### config.mk
export PLATFORM = sky130hd
export DESIGN_NAME = ipx_unit
export DESIGN_NICKNAME = d
export VERILOG_FILES = /design/src/shared/ipx_pkg.sv /design/src/hw/ipx_sync2.sv /design/src/hw/ipx_unit.sv
export SDC_FILE = /design/constraint.sdc
export NUM_CORES = 1
export LEC_CHECK = 0
export BUFFER_PORTS_ARGS = -buffer_cell sky130_fd_sc_hd__buf_2
export CAP_MARGIN = 20
export CORE_MARGIN = 8
export CORE_UTILIZATION = 30
export DETAILED_ROUTE_END_ITERATION = 10
export MAX_ROUTING_LAYER = met4
export SLEW_MARGIN = 20
export SYNTH_ARGS = -nofsm -noshare
export SYNTH_HDL_FRONTEND = slang
export SYNTH_SLANG_ARGS = --single-unit
### constraint.sdc
create_clock -name CLK_SYS_IN -period 5.05 [get_ports CLK_SYS_IN]
set_clock_uncertainty 0.1 [all_clocks]
set_input_delay 1.2625 -clock CLK_SYS_IN [delete_from_list [all_inputs] [get_ports CLK_SYS_IN]]
set_output_delay 1.2625 -clock CLK_SYS_IN [all_outputs]
set_load 0.01 [all_outputs]
### src/shared/ipx_pkg.sv
// constants, types and register map of the interrupt priority exception unit
// How it works
// - with machine-check enable set, bus-check request outranks every external source
// - maskable request is lowest among ordinary external inputs
// - stop-clock request ranks below everything, maskable included (75 MHz parts)
// - once machine-check handler starts, other external requests are blocked
// - machine check, flush/smi, debug and io restart pending: machine check first, never invalid opcode
// - task switch loading a trap bit raises debug vector 1 after the switch
// - debug handler in not-present segment escalates to vector 11, consistent cs and ip
// - verify and access-rights instructions take their page faults normally, even to a task
// - debug exception sets hit bit of every matching breakpoint, enabled or not
// - matched flags latched in temp, copied to debug status even across stop-clock
// - io restart smi saves ip of the triggering io instruction, not a handler's entry
package ipx_pkg;

   // ****************************************
   // register map (byte addresses)
   // ****************************************
   localparam logic [7:0] IPX_CTRL_OFS     = 8'h00;
   localparam logic [7:0] IPX_DSTAT_OFS    = 8'h04;
   localparam logic [7:0] IPX_SVC_OFS      = 8'h08;
   localparam logic [7:0] IPX_SAVEIP_OFS   = 8'h0C;
   localparam logic [7:0] IPX_IRQ_STAT_OFS = 8'h10;
   localparam logic [7:0] IPX_IRQ_EN_OFS   = 8'h14;
   localparam logic [7:0] IPX_IRQ_CLR_OFS  = 8'h18;
   localparam logic [7:0] IPX_STATUS_OFS   = 8'h1C;

   // control register fields
   localparam int CTRL_MCE_BIT     = 0;
   localparam int CTRL_IORST_BIT   = 1;
   localparam int CTRL_IF_BIT      = 2;
   localparam int CTRL_MC_DONE_BIT = 3;
   localparam logic [31:0] CTRL_RESET = 32'h0000_0000;

   // vectors
   localparam logic [7:0] VEC_DEBUG   = 8'h01;
   localparam logic [7:0] VEC_NMI     = 8'h02;
   localparam logic [7:0] VEC_NOTPRES = 8'h0B;
   localparam logic [7:0] VEC_PAGEF   = 8'h0E;
   localparam logic [7:0] VEC_MCHECK  = 8'h12;
   localparam logic [7:0] VEC_NONE    = 8'hFF;

   // interrupt status bits
   localparam int IRQ_BITS      = 4;
   localparam int IRQB_MCHECK   = 0;
   localparam int IRQB_DEBUG    = 1;
   localparam int IRQB_SMI      = 2;
   localparam int IRQB_STOPCLK  = 3;

   localparam int NUM_BP = 4;

   typedef enum logic [3:0] {
      SRC_NONE, SRC_MCHECK, SRC_FLUSH, SRC_SMI, SRC_NMI,
      SRC_DEBUG, SRC_PAGEF, SRC_MASKABLE_IRQ_REQUEST, SRC_STOPCLK
   } ipx_src_t;

   typedef enum logic [1:0] { ST_RUN, ST_ENTER, ST_MC_HANDLER } ipx_state_t;

endpackage : ipx_pkg

### src/hw/ipx_sync2.sv
// two-flop synchroniser for a group of pin inputs
module ipx_sync2 #(
   parameter int WIDTH = 1,
   parameter logic [WIDTH-1:0] INIT = '0
) (
   input  wire logic             clk_in,
   input  wire logic             rst_in,
   input  wire logic [WIDTH-1:0] d_in,
   output logic      [WIDTH-1:0] q_out
);
   logic [WIDTH-1:0] meta_q;

   always_ff @(posedge clk_in) begin
      if (rst_in) begin
         meta_q <= INIT;
         q_out  <= INIT;
      end else begin
         meta_q <= d_in;
         q_out  <= meta_q;
      end
   end
endmodule : ipx_sync2

### src/hw/ipx_unit.sv
// interrupt priority and exception arbitration with apb registers
module ipx_unit
   import ipx_pkg::*;
(
   input  wire logic              CLK_SYS_IN,
   input  wire logic              RESET_IN,
   // external request pins
   input  wire logic              BUS_CHECK_REQUEST_N_IN,
   input  wire logic              FLUSH_REQUEST_N_IN,
   input  wire logic              SYSTEM_MGMT_IRQ_N_IN,
   input  wire logic              NMI_REQUEST_IN,
   input  wire logic              MASKABLE_IRQ_REQUEST_IN,
   input  wire logic              STOP_CLOCK_REQUEST_N_IN,
   // core-side events
   input  wire logic              INSN_BOUNDARY_IN,
   input  wire logic [31:0]       CUR_IP_IN,
   input  wire logic              IO_RESTART_EVENT_IN,
   input  wire logic              SINGLE_STEP_IN,
   input  wire logic              TASK_SWITCH_DONE_IN,
   input  wire logic              TSS_TRAP_BIT_IN,
   input  wire logic              DEBUG_SEG_PRESENT_IN,
   input  wire logic              VERIFY_PAGE_FAULT_IN,
   input  wire logic [NUM_BP-1:0] BP_MATCH_IN,
   // apb
   input  wire logic              PSEL,
   input  wire logic              PENABLE,
   input  wire logic              PWRITE,
   input  wire logic [7:0]        PADDR,
   input  wire logic [31:0]       PWDATA,
   output logic      [31:0]       PRDATA,
   output logic                   PREADY,
   output logic                   PSLVERR,
   // service outputs
   output logic                   SERVICE_VALID_OUT,
   output logic      [7:0]        SERVICE_VECTOR_OUT,
   output logic      [3:0]        SERVICE_SOURCE_OUT,
   output logic                   IRQ_OUT
);

   // ****************************************
   // pin synchronisers
   // ****************************************
   logic [5:0] pins_s;
   // reset value is the idle level of every pin, so no request shows while the flops fill
   ipx_sync2 #(.WIDTH(6), .INIT(6'h27)) u_sync (
      .clk_in (CLK_SYS_IN),
      .rst_in (RESET_IN),
      .d_in   ({STOP_CLOCK_REQUEST_N_IN, MASKABLE_IRQ_REQUEST_IN, NMI_REQUEST_IN,
                SYSTEM_MGMT_IRQ_N_IN, FLUSH_REQUEST_N_IN, BUS_CHECK_REQUEST_N_IN}),
      .q_out  (pins_s)
   );
   wire bus_check_s  = ~pins_s[0];
   wire flush_s      = ~pins_s[1];
   wire smi_s        = ~pins_s[2];
   wire nmi_s        = pins_s[3];
   wire maskable_irq_request_s       = pins_s[4];
   wire stopclk_s    = ~pins_s[5];

   // ****************************************
   // registers and state
   // ****************************************
   logic [31:0]       ctrl_q;
   logic [NUM_BP-1:0] bp_temp_q, dstat_q;
   logic              dbg_pend_q, bp_pend_q, mc_pend_q, pf_pend_q;
   logic [31:0]       io_ip_q, save_ip_q;
   logic              io_ip_vld_q;
   logic [IRQ_BITS-1:0] irq_stat_q, irq_en_q;
   ipx_state_t        state_q;
   ipx_src_t          src_q;

   wire mce_en    = ctrl_q[CTRL_MCE_BIT];
   wire io_rst_en = ctrl_q[CTRL_IORST_BIT];
   wire if_en     = ctrl_q[CTRL_IF_BIT];
   wire mc_block  = (state_q == ST_MC_HANDLER);

   // debug exception raised by step, breakpoint or trapped task switch
   wire dbg_raise = SINGLE_STEP_IN | (|BP_MATCH_IN) |
                    (TASK_SWITCH_DONE_IN & TSS_TRAP_BIT_IN);

   // ****************************************
   // fixed priority selection
   // ****************************************
   function automatic ipx_src_t pick(input logic mc, input logic fl, input logic sm,
                                     input logic nm, input logic db, input logic pf,
                                     input logic it, input logic sc);
      if (mc)      pick = SRC_MCHECK;
      else if (fl) pick = SRC_FLUSH;
      else if (sm) pick = SRC_SMI;
      else if (nm) pick = SRC_NMI;
      else if (db) pick = SRC_DEBUG;
      else if (pf) pick = SRC_PAGEF;
      else if (it) pick = SRC_MASKABLE_IRQ_REQUEST;
      else if (sc) pick = SRC_STOPCLK;
      else         pick = SRC_NONE;
   endfunction : pick

   wire mc_req  = mc_pend_q & mce_en;
   wire ext_ok  = ~mc_block;
   ipx_src_t winner;
   assign winner = pick(mc_req & ext_ok, flush_s & ext_ok, smi_s & ext_ok, nmi_s & ext_ok,
                        dbg_pend_q | bp_pend_q, pf_pend_q, maskable_irq_request_s & if_en & ext_ok,
                        stopclk_s & ext_ok);
   // internal exceptions still reach the machine-check handler; pins are held off by ext_ok
   wire take = INSN_BOUNDARY_IN & (state_q != ST_ENTER) & (winner != SRC_NONE);

   function automatic logic [7:0] vec_of(input ipx_src_t s, input logic seg_ok);
      unique case (s)
         SRC_MCHECK:  vec_of = VEC_MCHECK;
         SRC_NMI:     vec_of = VEC_NMI;
         SRC_DEBUG:   vec_of = seg_ok ? VEC_DEBUG : VEC_NOTPRES;
         SRC_PAGEF:   vec_of = VEC_PAGEF;
         default:     vec_of = VEC_NONE;
      endcase
   endfunction : vec_of

   // ****************************************
   // apb decode
   // ****************************************
   wire acc     = PSEL & PENABLE;
   wire wr      = acc & PWRITE;
   wire wr_ctrl = wr & (PADDR == IPX_CTRL_OFS);
   wire wr_en   = wr & (PADDR == IPX_IRQ_EN_OFS);
   wire wr_clr  = wr & (PADDR == IPX_IRQ_CLR_OFS);
   wire wr_dst  = wr & (PADDR == IPX_DSTAT_OFS);
   wire mapped  = (PADDR[1:0] == 2'b00) & (PADDR <= IPX_STATUS_OFS);
   logic [31:0] rd_mux;
   always_comb begin
      unique case (PADDR)
         IPX_CTRL_OFS:     rd_mux = ctrl_q;
         IPX_DSTAT_OFS:    rd_mux = {{(32-NUM_BP){1'b0}}, dstat_q};
         IPX_SVC_OFS:      rd_mux = {20'h0_0000, src_q, SERVICE_VECTOR_OUT};
         IPX_SAVEIP_OFS:   rd_mux = save_ip_q;
         IPX_IRQ_STAT_OFS: rd_mux = {28'h000_0000, irq_stat_q};
         IPX_IRQ_EN_OFS:   rd_mux = {28'h000_0000, irq_en_q};
         IPX_STATUS_OFS:   rd_mux = {26'h000_0000, pins_s};
         default:          rd_mux = 32'h0000_0000;
      endcase
   end

   // ****************************************
   // pending events and debug capture
   // ****************************************
   always_ff @(posedge CLK_SYS_IN) begin
      if (RESET_IN) begin
         mc_pend_q <= 1'b0;
         dbg_pend_q <= 1'b0;
         bp_pend_q <= 1'b0;
         pf_pend_q <= 1'b0;
         bp_temp_q <= '0;
         dstat_q   <= '0;
      end else begin
         mc_pend_q <= bus_check_s | (mc_pend_q & ~(take & winner == SRC_MCHECK));
         dbg_pend_q <= dbg_raise | (dbg_pend_q & ~(take & winner == SRC_DEBUG));
         bp_pend_q <= (|BP_MATCH_IN) | (bp_pend_q & ~(take & winner == SRC_DEBUG));
         pf_pend_q <= VERIFY_PAGE_FAULT_IN | (pf_pend_q & ~(take & winner == SRC_PAGEF));
         // temp holds every match, enabled or not; stop-clock never drops it
         bp_temp_q <= BP_MATCH_IN | (bp_temp_q & ~{NUM_BP{take & winner == SRC_DEBUG}});
         if (take && winner == SRC_DEBUG)
            dstat_q <= dstat_q | bp_temp_q | BP_MATCH_IN;
         else if (wr_dst)
            dstat_q <= PWDATA[NUM_BP-1:0];
      end
   end

   // ****************************************
   // service sequencing
   // ****************************************
   always_ff @(posedge CLK_SYS_IN) begin
      if (RESET_IN) begin
         state_q            <= ST_RUN;
         src_q              <= SRC_NONE;
         SERVICE_VALID_OUT  <= 1'b0;
         SERVICE_VECTOR_OUT <= VEC_NONE;
         SERVICE_SOURCE_OUT <= 4'h0;
         io_ip_q            <= 32'h0000_0000;
         io_ip_vld_q        <= 1'b0;
         save_ip_q          <= 32'h0000_0000;
      end else begin
         SERVICE_VALID_OUT <= take;
         if (IO_RESTART_EVENT_IN && !io_ip_vld_q) begin
            io_ip_q     <= CUR_IP_IN;
            io_ip_vld_q <= 1'b1;
         end
         if (take) begin
            src_q              <= winner;
            SERVICE_VECTOR_OUT <= vec_of(winner, DEBUG_SEG_PRESENT_IN);
            SERVICE_SOURCE_OUT <= winner;
            if (winner == SRC_SMI) begin
               save_ip_q   <= (io_rst_en && io_ip_vld_q) ? io_ip_q : CUR_IP_IN;
               io_ip_vld_q <= 1'b0;
            end
         end
         unique case (state_q)
            ST_RUN: if (take) state_q <= (winner == SRC_MCHECK) ? ST_MC_HANDLER : ST_ENTER;
            ST_ENTER: state_q <= ST_RUN;
            ST_MC_HANDLER: if (wr_ctrl && PWDATA[CTRL_MC_DONE_BIT]) state_q <= ST_RUN;
            default: state_q <= ST_RUN;
         endcase
      end
   end

   // ****************************************
   // control, interrupt regs, apb answer
   // ****************************************
   wire [IRQ_BITS-1:0] irq_ev = {take & winner == SRC_STOPCLK, take & winner == SRC_SMI,
                                 take & winner == SRC_DEBUG, take & winner == SRC_MCHECK};
   always_ff @(posedge CLK_SYS_IN) begin
      if (RESET_IN) begin
         ctrl_q     <= CTRL_RESET;
         irq_stat_q <= '0;
         irq_en_q   <= '0;
         IRQ_OUT    <= 1'b0;
         PRDATA     <= 32'h0000_0000;
         PREADY     <= 1'b0;
         PSLVERR    <= 1'b0;
      end else begin
         if (wr_ctrl) ctrl_q <= {29'h0000_0000, PWDATA[2:0]};
         if (wr_en) irq_en_q <= PWDATA[IRQ_BITS-1:0];
         // a new event wins over a same-cycle clear
         irq_stat_q <= irq_ev | (irq_stat_q & ~(wr_clr ? PWDATA[IRQ_BITS-1:0] : '0));
         IRQ_OUT    <= |(irq_stat_q & irq_en_q);
         PREADY     <= PSEL & ~PENABLE;
         PSLVERR    <= PSEL & ~PENABLE & ~mapped;
         PRDATA     <= (PSEL & ~PENABLE & ~PWRITE) ? rd_mux : PRDATA;
      end
   end

   // ****************************************
   // checks
   // ****************************************
   mc_first_a: assert property (@(posedge CLK_SYS_IN) disable iff (RESET_IN)
      take && mc_req && ext_ok |=> SERVICE_VECTOR_OUT == VEC_MCHECK)
      else $error("machine check not served first");
   mc_block_a: assert property (@(posedge CLK_SYS_IN) disable iff (RESET_IN)
      state_q == ST_MC_HANDLER |-> !(take && winner != SRC_DEBUG && winner != SRC_PAGEF))
      else $error("external request taken in machine check handler");
   maskable_irq_request_low_a: assert property (@(posedge CLK_SYS_IN) disable iff (RESET_IN)
      take && winner == SRC_MASKABLE_IRQ_REQUEST |-> !(nmi_s || smi_s || flush_s))
      else $error("maskable taken over higher source");
   stop_low_a: assert property (@(posedge CLK_SYS_IN) disable iff (RESET_IN)
      take && winner == SRC_STOPCLK |-> !(maskable_irq_request_s && if_en))
      else $error("stop clock taken over maskable");
   no_badop_a: assert property (@(posedge CLK_SYS_IN) disable iff (RESET_IN)
      take && mc_req && smi_s && dbg_pend_q && io_rst_en && ext_ok |=> SERVICE_SOURCE_OUT == SRC_MCHECK)
      else $error("machine check displaced");
   trap_dbg_a: assert property (@(posedge CLK_SYS_IN) disable iff (RESET_IN)
      TASK_SWITCH_DONE_IN && TSS_TRAP_BIT_IN |=> dbg_pend_q)
      else $error("trap bit did not raise debug");
   np_seg_a: assert property (@(posedge CLK_SYS_IN) disable iff (RESET_IN)
      take && winner == SRC_DEBUG && !DEBUG_SEG_PRESENT_IN |=> SERVICE_VECTOR_OUT == VEC_NOTPRES)
      else $error("not present handler not escalated");
   bp_keep_a: assert property (@(posedge CLK_SYS_IN) disable iff (RESET_IN)
      take && winner == SRC_DEBUG |=> (dstat_q & $past(bp_temp_q)) == $past(bp_temp_q))
      else $error("matched breakpoint lost");
   smi_ip_a: assert property (@(posedge CLK_SYS_IN) disable iff (RESET_IN)
      take && winner == SRC_SMI && io_rst_en && io_ip_vld_q |=> save_ip_q == $past(io_ip_q))
      else $error("saved ip not io instruction");

endmodule : ipx_unit

# Word-level counts from Yosys, hierarchy flattened
# Cells that the tools add are included.
dict set report classes {
  magnitude_cmp 1
  bitwise_logic 57
  n_reduce_logical 14
  n_mux 22
  eq_ne 17
}
# cell count
set op_table {}
lappend op_table {{32-bit one-hot mux with 7 select lines} 1}
lappend op_table {{4-bit 2-to-1 mux} 12}
lappend op_table {{8-bit by 5-bit equality test with 1-bit output, second input constant} 4}
lappend op_table {{32-bit 2-to-1 mux} 1}
lappend op_table {{8-bit one-hot mux with 4 select lines} 1}
lappend op_table {{1-bit bitwise AND} 30}
lappend op_table {{8-bit by 4-bit equality test with 1-bit output, second input constant} 2}
lappend op_table {{4-bit bitwise OR} 4}
lappend op_table {{4-bit bitwise AND} 3}
lappend op_table {{4-bit by 3-bit equality test with 1-bit output, second input constant} 3}
lappend op_table {{1-bit inverter} 11}
lappend op_table {{8-bit by 3-bit equality test with 1-bit output, second input constant} 1}
lappend op_table {{8-bit by 5-bit <= comparator with 1-bit output, second input constant} 1}
lappend op_table {{8-bit zero test} 1}
lappend op_table {{4-bit inverter} 2}
lappend op_table {{4-bit OR reduction} 2}
lappend op_table {{1-bit bitwise OR} 7}
lappend op_table {{2-bit 2-to-1 mux} 3}
lappend op_table {{4-bit by 1-bit equality test with 1-bit output, second input constant} 1}
lappend op_table {{4-bit by 2-bit equality test with 1-bit output, second input constant} 1}
lappend op_table {{4-bit equality test, second input constant} 1}
lappend op_table {{1-bit logical AND} 4}
lappend op_table {{2-bit zero test} 2}
lappend op_table {{2-bit by 1-bit != test with 1-bit output, second input constant} 2}
lappend op_table {{other kinds (8)} 11}
dict set report totals {
  elab_cells 133
  output_inout_bits 48
  ff_bits 150
  inputBits 94
}

# Logic depth before layout (Yosys ltp)
dict set report depth {
  word_depth 17
  ltp_mapped 9
  ltp_nobuf 6
}

# Cells and area by module
# A second synthesis with hierarchy kept.
dict set report unflattened {
  cells_unflattened 731
  area_unflattened_um2 6057.1
}
# module area_each_um2 seq_area_each_um2 n_inst cells_per_inst
set modules_own_cells {}
lappend modules_own_cells {ipx_unit 5728.0 2722.6 1 706}
lappend modules_own_cells {ipx_sync2 329.1 240.2 1 25}

# Worst setup path before layout
# Ideal clock, no wire load.
dict set report synth_timing {
  path_type {in2reg}
  start {in PADDR[5]}
  end {reg ctrl_q[1]}
  slack_ns 2.057
  cell_stages 6
  arrival_ns 2.765
  n_path_buf 0
  cell_sequence {or4_1 or3_1 nor2_2 nand2_1 mux2i_1 nor2_1}
}
dict set report synth_via {
  elab_chain_cells 2
}
# item line
set synth_lines {}
lappend synth_lines {{start, declared} ipx_unit.sv:28} ;# input wire logic [7:0] PADDR,
lappend synth_lines {{8-bit zero test} ipx_unit.sv:121} ;# wire wr_ctrl = wr & (PADDR == IPX_CTRL_OFS);
lappend synth_lines {{1-bit bitwise AND} ipx_unit.sv:121}
lappend synth_lines {{end signal, assigned} ipx_unit.sv:217} ;# if (wr_ctrl) ctrl_q <= {29'h0000_0000, PWDATA[2:0]};
lappend synth_lines {{end, declared} ipx_unit.sv:62} ;# logic [31:0] ctrl_q;
# Every way passes these cells.
# A chain may end at the register's enable or synchronous reset.

# Worst setup path in the final report
dict set report layout_timing {
  start {in PENABLE}
  end {reg PRDATA[9]}
}
dict set report layout_via {
  elab_chain_cells 3
}
# item line
set layout_lines {}
lappend layout_lines {{start, declared} ipx_unit.sv:26} ;# input wire logic PENABLE,
lappend layout_lines {{1-bit inverter} ipx_unit.sv:224} ;# PRDATA <= (PSEL & ~PENABLE & ~PWRITE) ? rd_mux : PRDATA;
lappend layout_lines {{1-bit bitwise AND (2 in a row)} ipx_unit.sv:224}
lappend layout_lines {{end signal, assigned} ipx_unit.sv:224}
lappend layout_lines {{end, declared} ipx_unit.sv:30} ;# output logic [31:0] PRDATA,
# Every way passes these cells.

==> flow_summary.yaml <==
worst_hold_path:
  whs_endpoint: "u_sync.q_out[5]$_SDFF_PP1_"
  hold_depth: 1
  hp-class: "reg2reg"
  hold_start: "u_sync.meta_q[5]$_SDFF_PP1_"
placement:
  gp_congestion: 0.871
  place_area_mm2: 0.00687
  dp_hpwl_um: 11800
  port_buffers: 113
clock_tree:
  path_clk_slew_ns: 0.06
  htreeDepth: 4
  cts_hold_buf: 0
  clk_path_buf_depth: 2
  clock_sinks: 148
  clkLatencyLatePin_ns: 0.42
  cts_inserted_buffers: 17
  root_buffer: "clkbuf_16"
  cts_setup_buffers: 0
  post_cts_resized: 0
  cts_tree: "yes"
logic_synthesis:
  yosysMostFrequentCell: "dfxtp_1"
  yosysWarnings: 0
  synth_top_flop_cell: "dfxtp_1"
  syn_nets: 813
  synth_cell_types: 53
  syn_inst: 719
  netlist_top_cells_area: "dfxtp_1 48%, nand2_1 7.8%, nor2_1 5.0%"
  ys_seq_elements: 148
  syn_avg_cell_area_um2: 8.55
  ys_seq_area_share_pct: 48.2
  netlist_area_mm2: 0.00615
  yosys-top-cells-count: "148 x dfxtp_1, 127 x nand2_1, 82 x nor2_1"
  synth_area_leader_cell: "dfxtp_1"
  synthArstFlopShare_pct: 0
  synth_top_area_share_pct: 48.2
  synth_edf_count: 0
run_status:
  status: "completed"
critical_path:
  worstSetupStartpointType: "input pin"
  rr_worst_depth: 6
  crit_arrival_ns: 3.38
  rrSetupSlack_ns: 2.09
  crit_type: "in2reg"
  r2r-start: "state_q[1]$_SDFFE_PP0P_"
  reg2reg_to: "src_q[1]$_SDFFE_PP0P_"
  slowest_delay_ns: 0.87
  critPathSlowestCell: "nor3_1"
  worstPathRequired_ns: 5.30
  worstPathCellList: "buf_2 > or3b_2 > nor3_1 > a22oi_1 > nor2_1"
  critPathMaxFanout: 35
  end_kind: "flop"
finish:
  area_growth_pct: 22.5
  drive_gt1_share_pct: 22.9
  design_area_mm2: 0.00754
  fillers: 2095
  fin_nets: 896
global_routing:
  grt_pass1_vias: 5173
  grt_pass1_wl_um: 28100
  grtUsageTotal_pct: 14.1
  grt_max_degree: 84
  gr-total-overflow: 0
  antenna_found_initial: 1
pwr:
  powerDensity_mw_per_mm2: 388
  ir_drop_mv: 0.213
  power.leakage_nw: 2.94
die:
  std_cell_rows: 52
  die_h_um: 159
  start_util_pct: 30.5
  coreArea_mm2: 0.0202
  die-area_mm2: 0.0253
  fp.dieW_um: 159
  io_pins: 142
run:
  drv_cap: 0
timing:
  setup_tns_ns: 0
  worstMarginPinSlew_ns: 0.913
  setup_viol: 0
  rsz0062_at_grt: "no"
  period_share_pct: 61.8
  max-slew-margin-rel_pct: 38.7
  min_period_ns: 3.12
  max_freq_mhz: 320
  finalHoldViolCount: 0
  slew_violations: 0
route:
  vias: 5332
  wirelength_um: 17600
  drc: 0
  viasPerCell: 4.91
  ant_nets: 0
  drtIter0Drc: 328
  drtPass1Iterations: 4
  wire_per_inst_um: 16.2
[how the worst max path moves through the flow]
| stage | startpoint | to | slack [ns] | depth (start not counted) |
|---|---|---|---|---|
| floorplan | PADDR[5] | ctrl_q[1]$_SDFFE_PP0P_ | 2.06 | 6 |
| global placement | PENABLE | PRDATA[4]$_SDFFE_PP0P_ | 1.55 | 6 |
| detailed placement | PENABLE | PRDATA[9]$_SDFFE_PP0P_ | 1.50 | 5 |
| CTS | PENABLE | PRDATA[9]$_SDFFE_PP0P_ | 1.94 | 5 |
| global route | PENABLE | PRDATA[9]$_SDFFE_PP0P_ | 1.81 | 5 |
| finish | PENABLE | PRDATA[9]$_SDFFE_PP0P_ | 1.93 | 5 |
[sequential cells by signal (all words and copies together), names as in the netlist]
register            flops
mc_pend_q               1
irq_en_q                4
io_ip_q                32
IRQ_OUT                 1
io_ip_vld_q             1
state_q                 2
dbg_pend_q              1
PSLVERR                 1
PREADY                  1
bp_temp_q               4
u_sync.meta_q           6
irq_stat_q              4
pf_pend_q               1
SERVICE_VALID_OUT       1
ctrl_q                  3
save_ip_q              32
bp_pend_q               1
src_q                   4
u_sync.q_out            6
SERVICE_VECTOR_OUT      6
PRDATA                 32
dstat_q                 4
[final cells by class]
| type | instances | area (um^2) | share of cell area (%) |
|---|---|---|---|
| Antenna cell | 1 | 2.50 | 0.0332 |
| Clock buffer | 19 | 433 | 5.74 |
| Clock inverter | 13 | 231 | 3.07 |
| Inverter | 9 | 33.8 | 0.448 |
| Multi-Input combinational cell | 505 | 2910 | 38.6 |
| Sequential cell | 148 | 2960 | 39.3 |
| Tap cell | 270 | 338 | 4.48 |
| Timing Repair Buffer | 121 | 628 | 8.33 |
[worst max-delay path: cells and delay by family]
kind,cells,cell delay [ns]
compound gates,1,0.16
buf+inv,1,0.11
simple gates,3,1.84
[placed cells by master (no fill, tap or decap), types with 6 or more instances in the layout]
master and n:
dfxtp_1 148, nor3_1 16, clkbuf_16 17, buf_2 112, nand3_1 40, buf_4 9, a311oi_1 33, or2_2 9
nor2_1 82, o21ai_0 11, inv_1 9, nor2b_1 9, nand2_1 127, a21oi_1 60, a22oi_1 33, bufinv_16 6
mux2i_1 8
[where the power goes]
group / internal, mW / leakage (nW) / total (mW) / switching, mW
Combinational: 0.0941 / 1.42 / 0.245 / 0.151
Sequential: 1.22 / 1.21 / 1.26 / 0.0370
Clock: 0.927 / 0.317 / 1.42 / 0.497
Total: 2.24 / 2.94 / 2.92 / 0.684
[routing by layer]
| layer | track usage, % | up-vias | share of wire (%) |
|---|---|---|---|
| met1 | 17.4 | 2478 | 47 |
| met5 | - | - | 0 |
| li1 | - | 2700 | - |
| met3 | 4.14 | 18 | 5.7 |
| met4 | 4.55 | 0 | 1.3 |
| met2 | 21.7 | 136 | 46 |
[metrics by stage]
stage	total power [mW]	utilization, %	hold slack, ns	cells	worst slack, ns
floorplan	1.44	-	0.289	719	2.06
global placement	1.52	34.1	0.294	1053	1.55
detailed placement	1.53	34.1	0.299	1053	1.50
CTS	2.96	37.4	0.307	1085	1.94
global route	3.04	37.4	0.320	1086	1.81
finish	2.92	37.4	0.307	1086	1.93
[cells by family (layout without fill, tap and decap cells)]
logic type | after synthesis | count (layout) | synth area share, %
multiplexers | 16 | 16 | 3.32
AND/OR/NAND/NOR | 322 | 322 | 25.1
buffers and inverters | 66 | 162 | 4.70
flip-flops | 148 | 148 | 48.2
AO/OA/AOI/OAI | 167 | 167 | 18.8
other | 0 | 1 | 0
No activity file was read; power rests on OpenSTA's default activity.
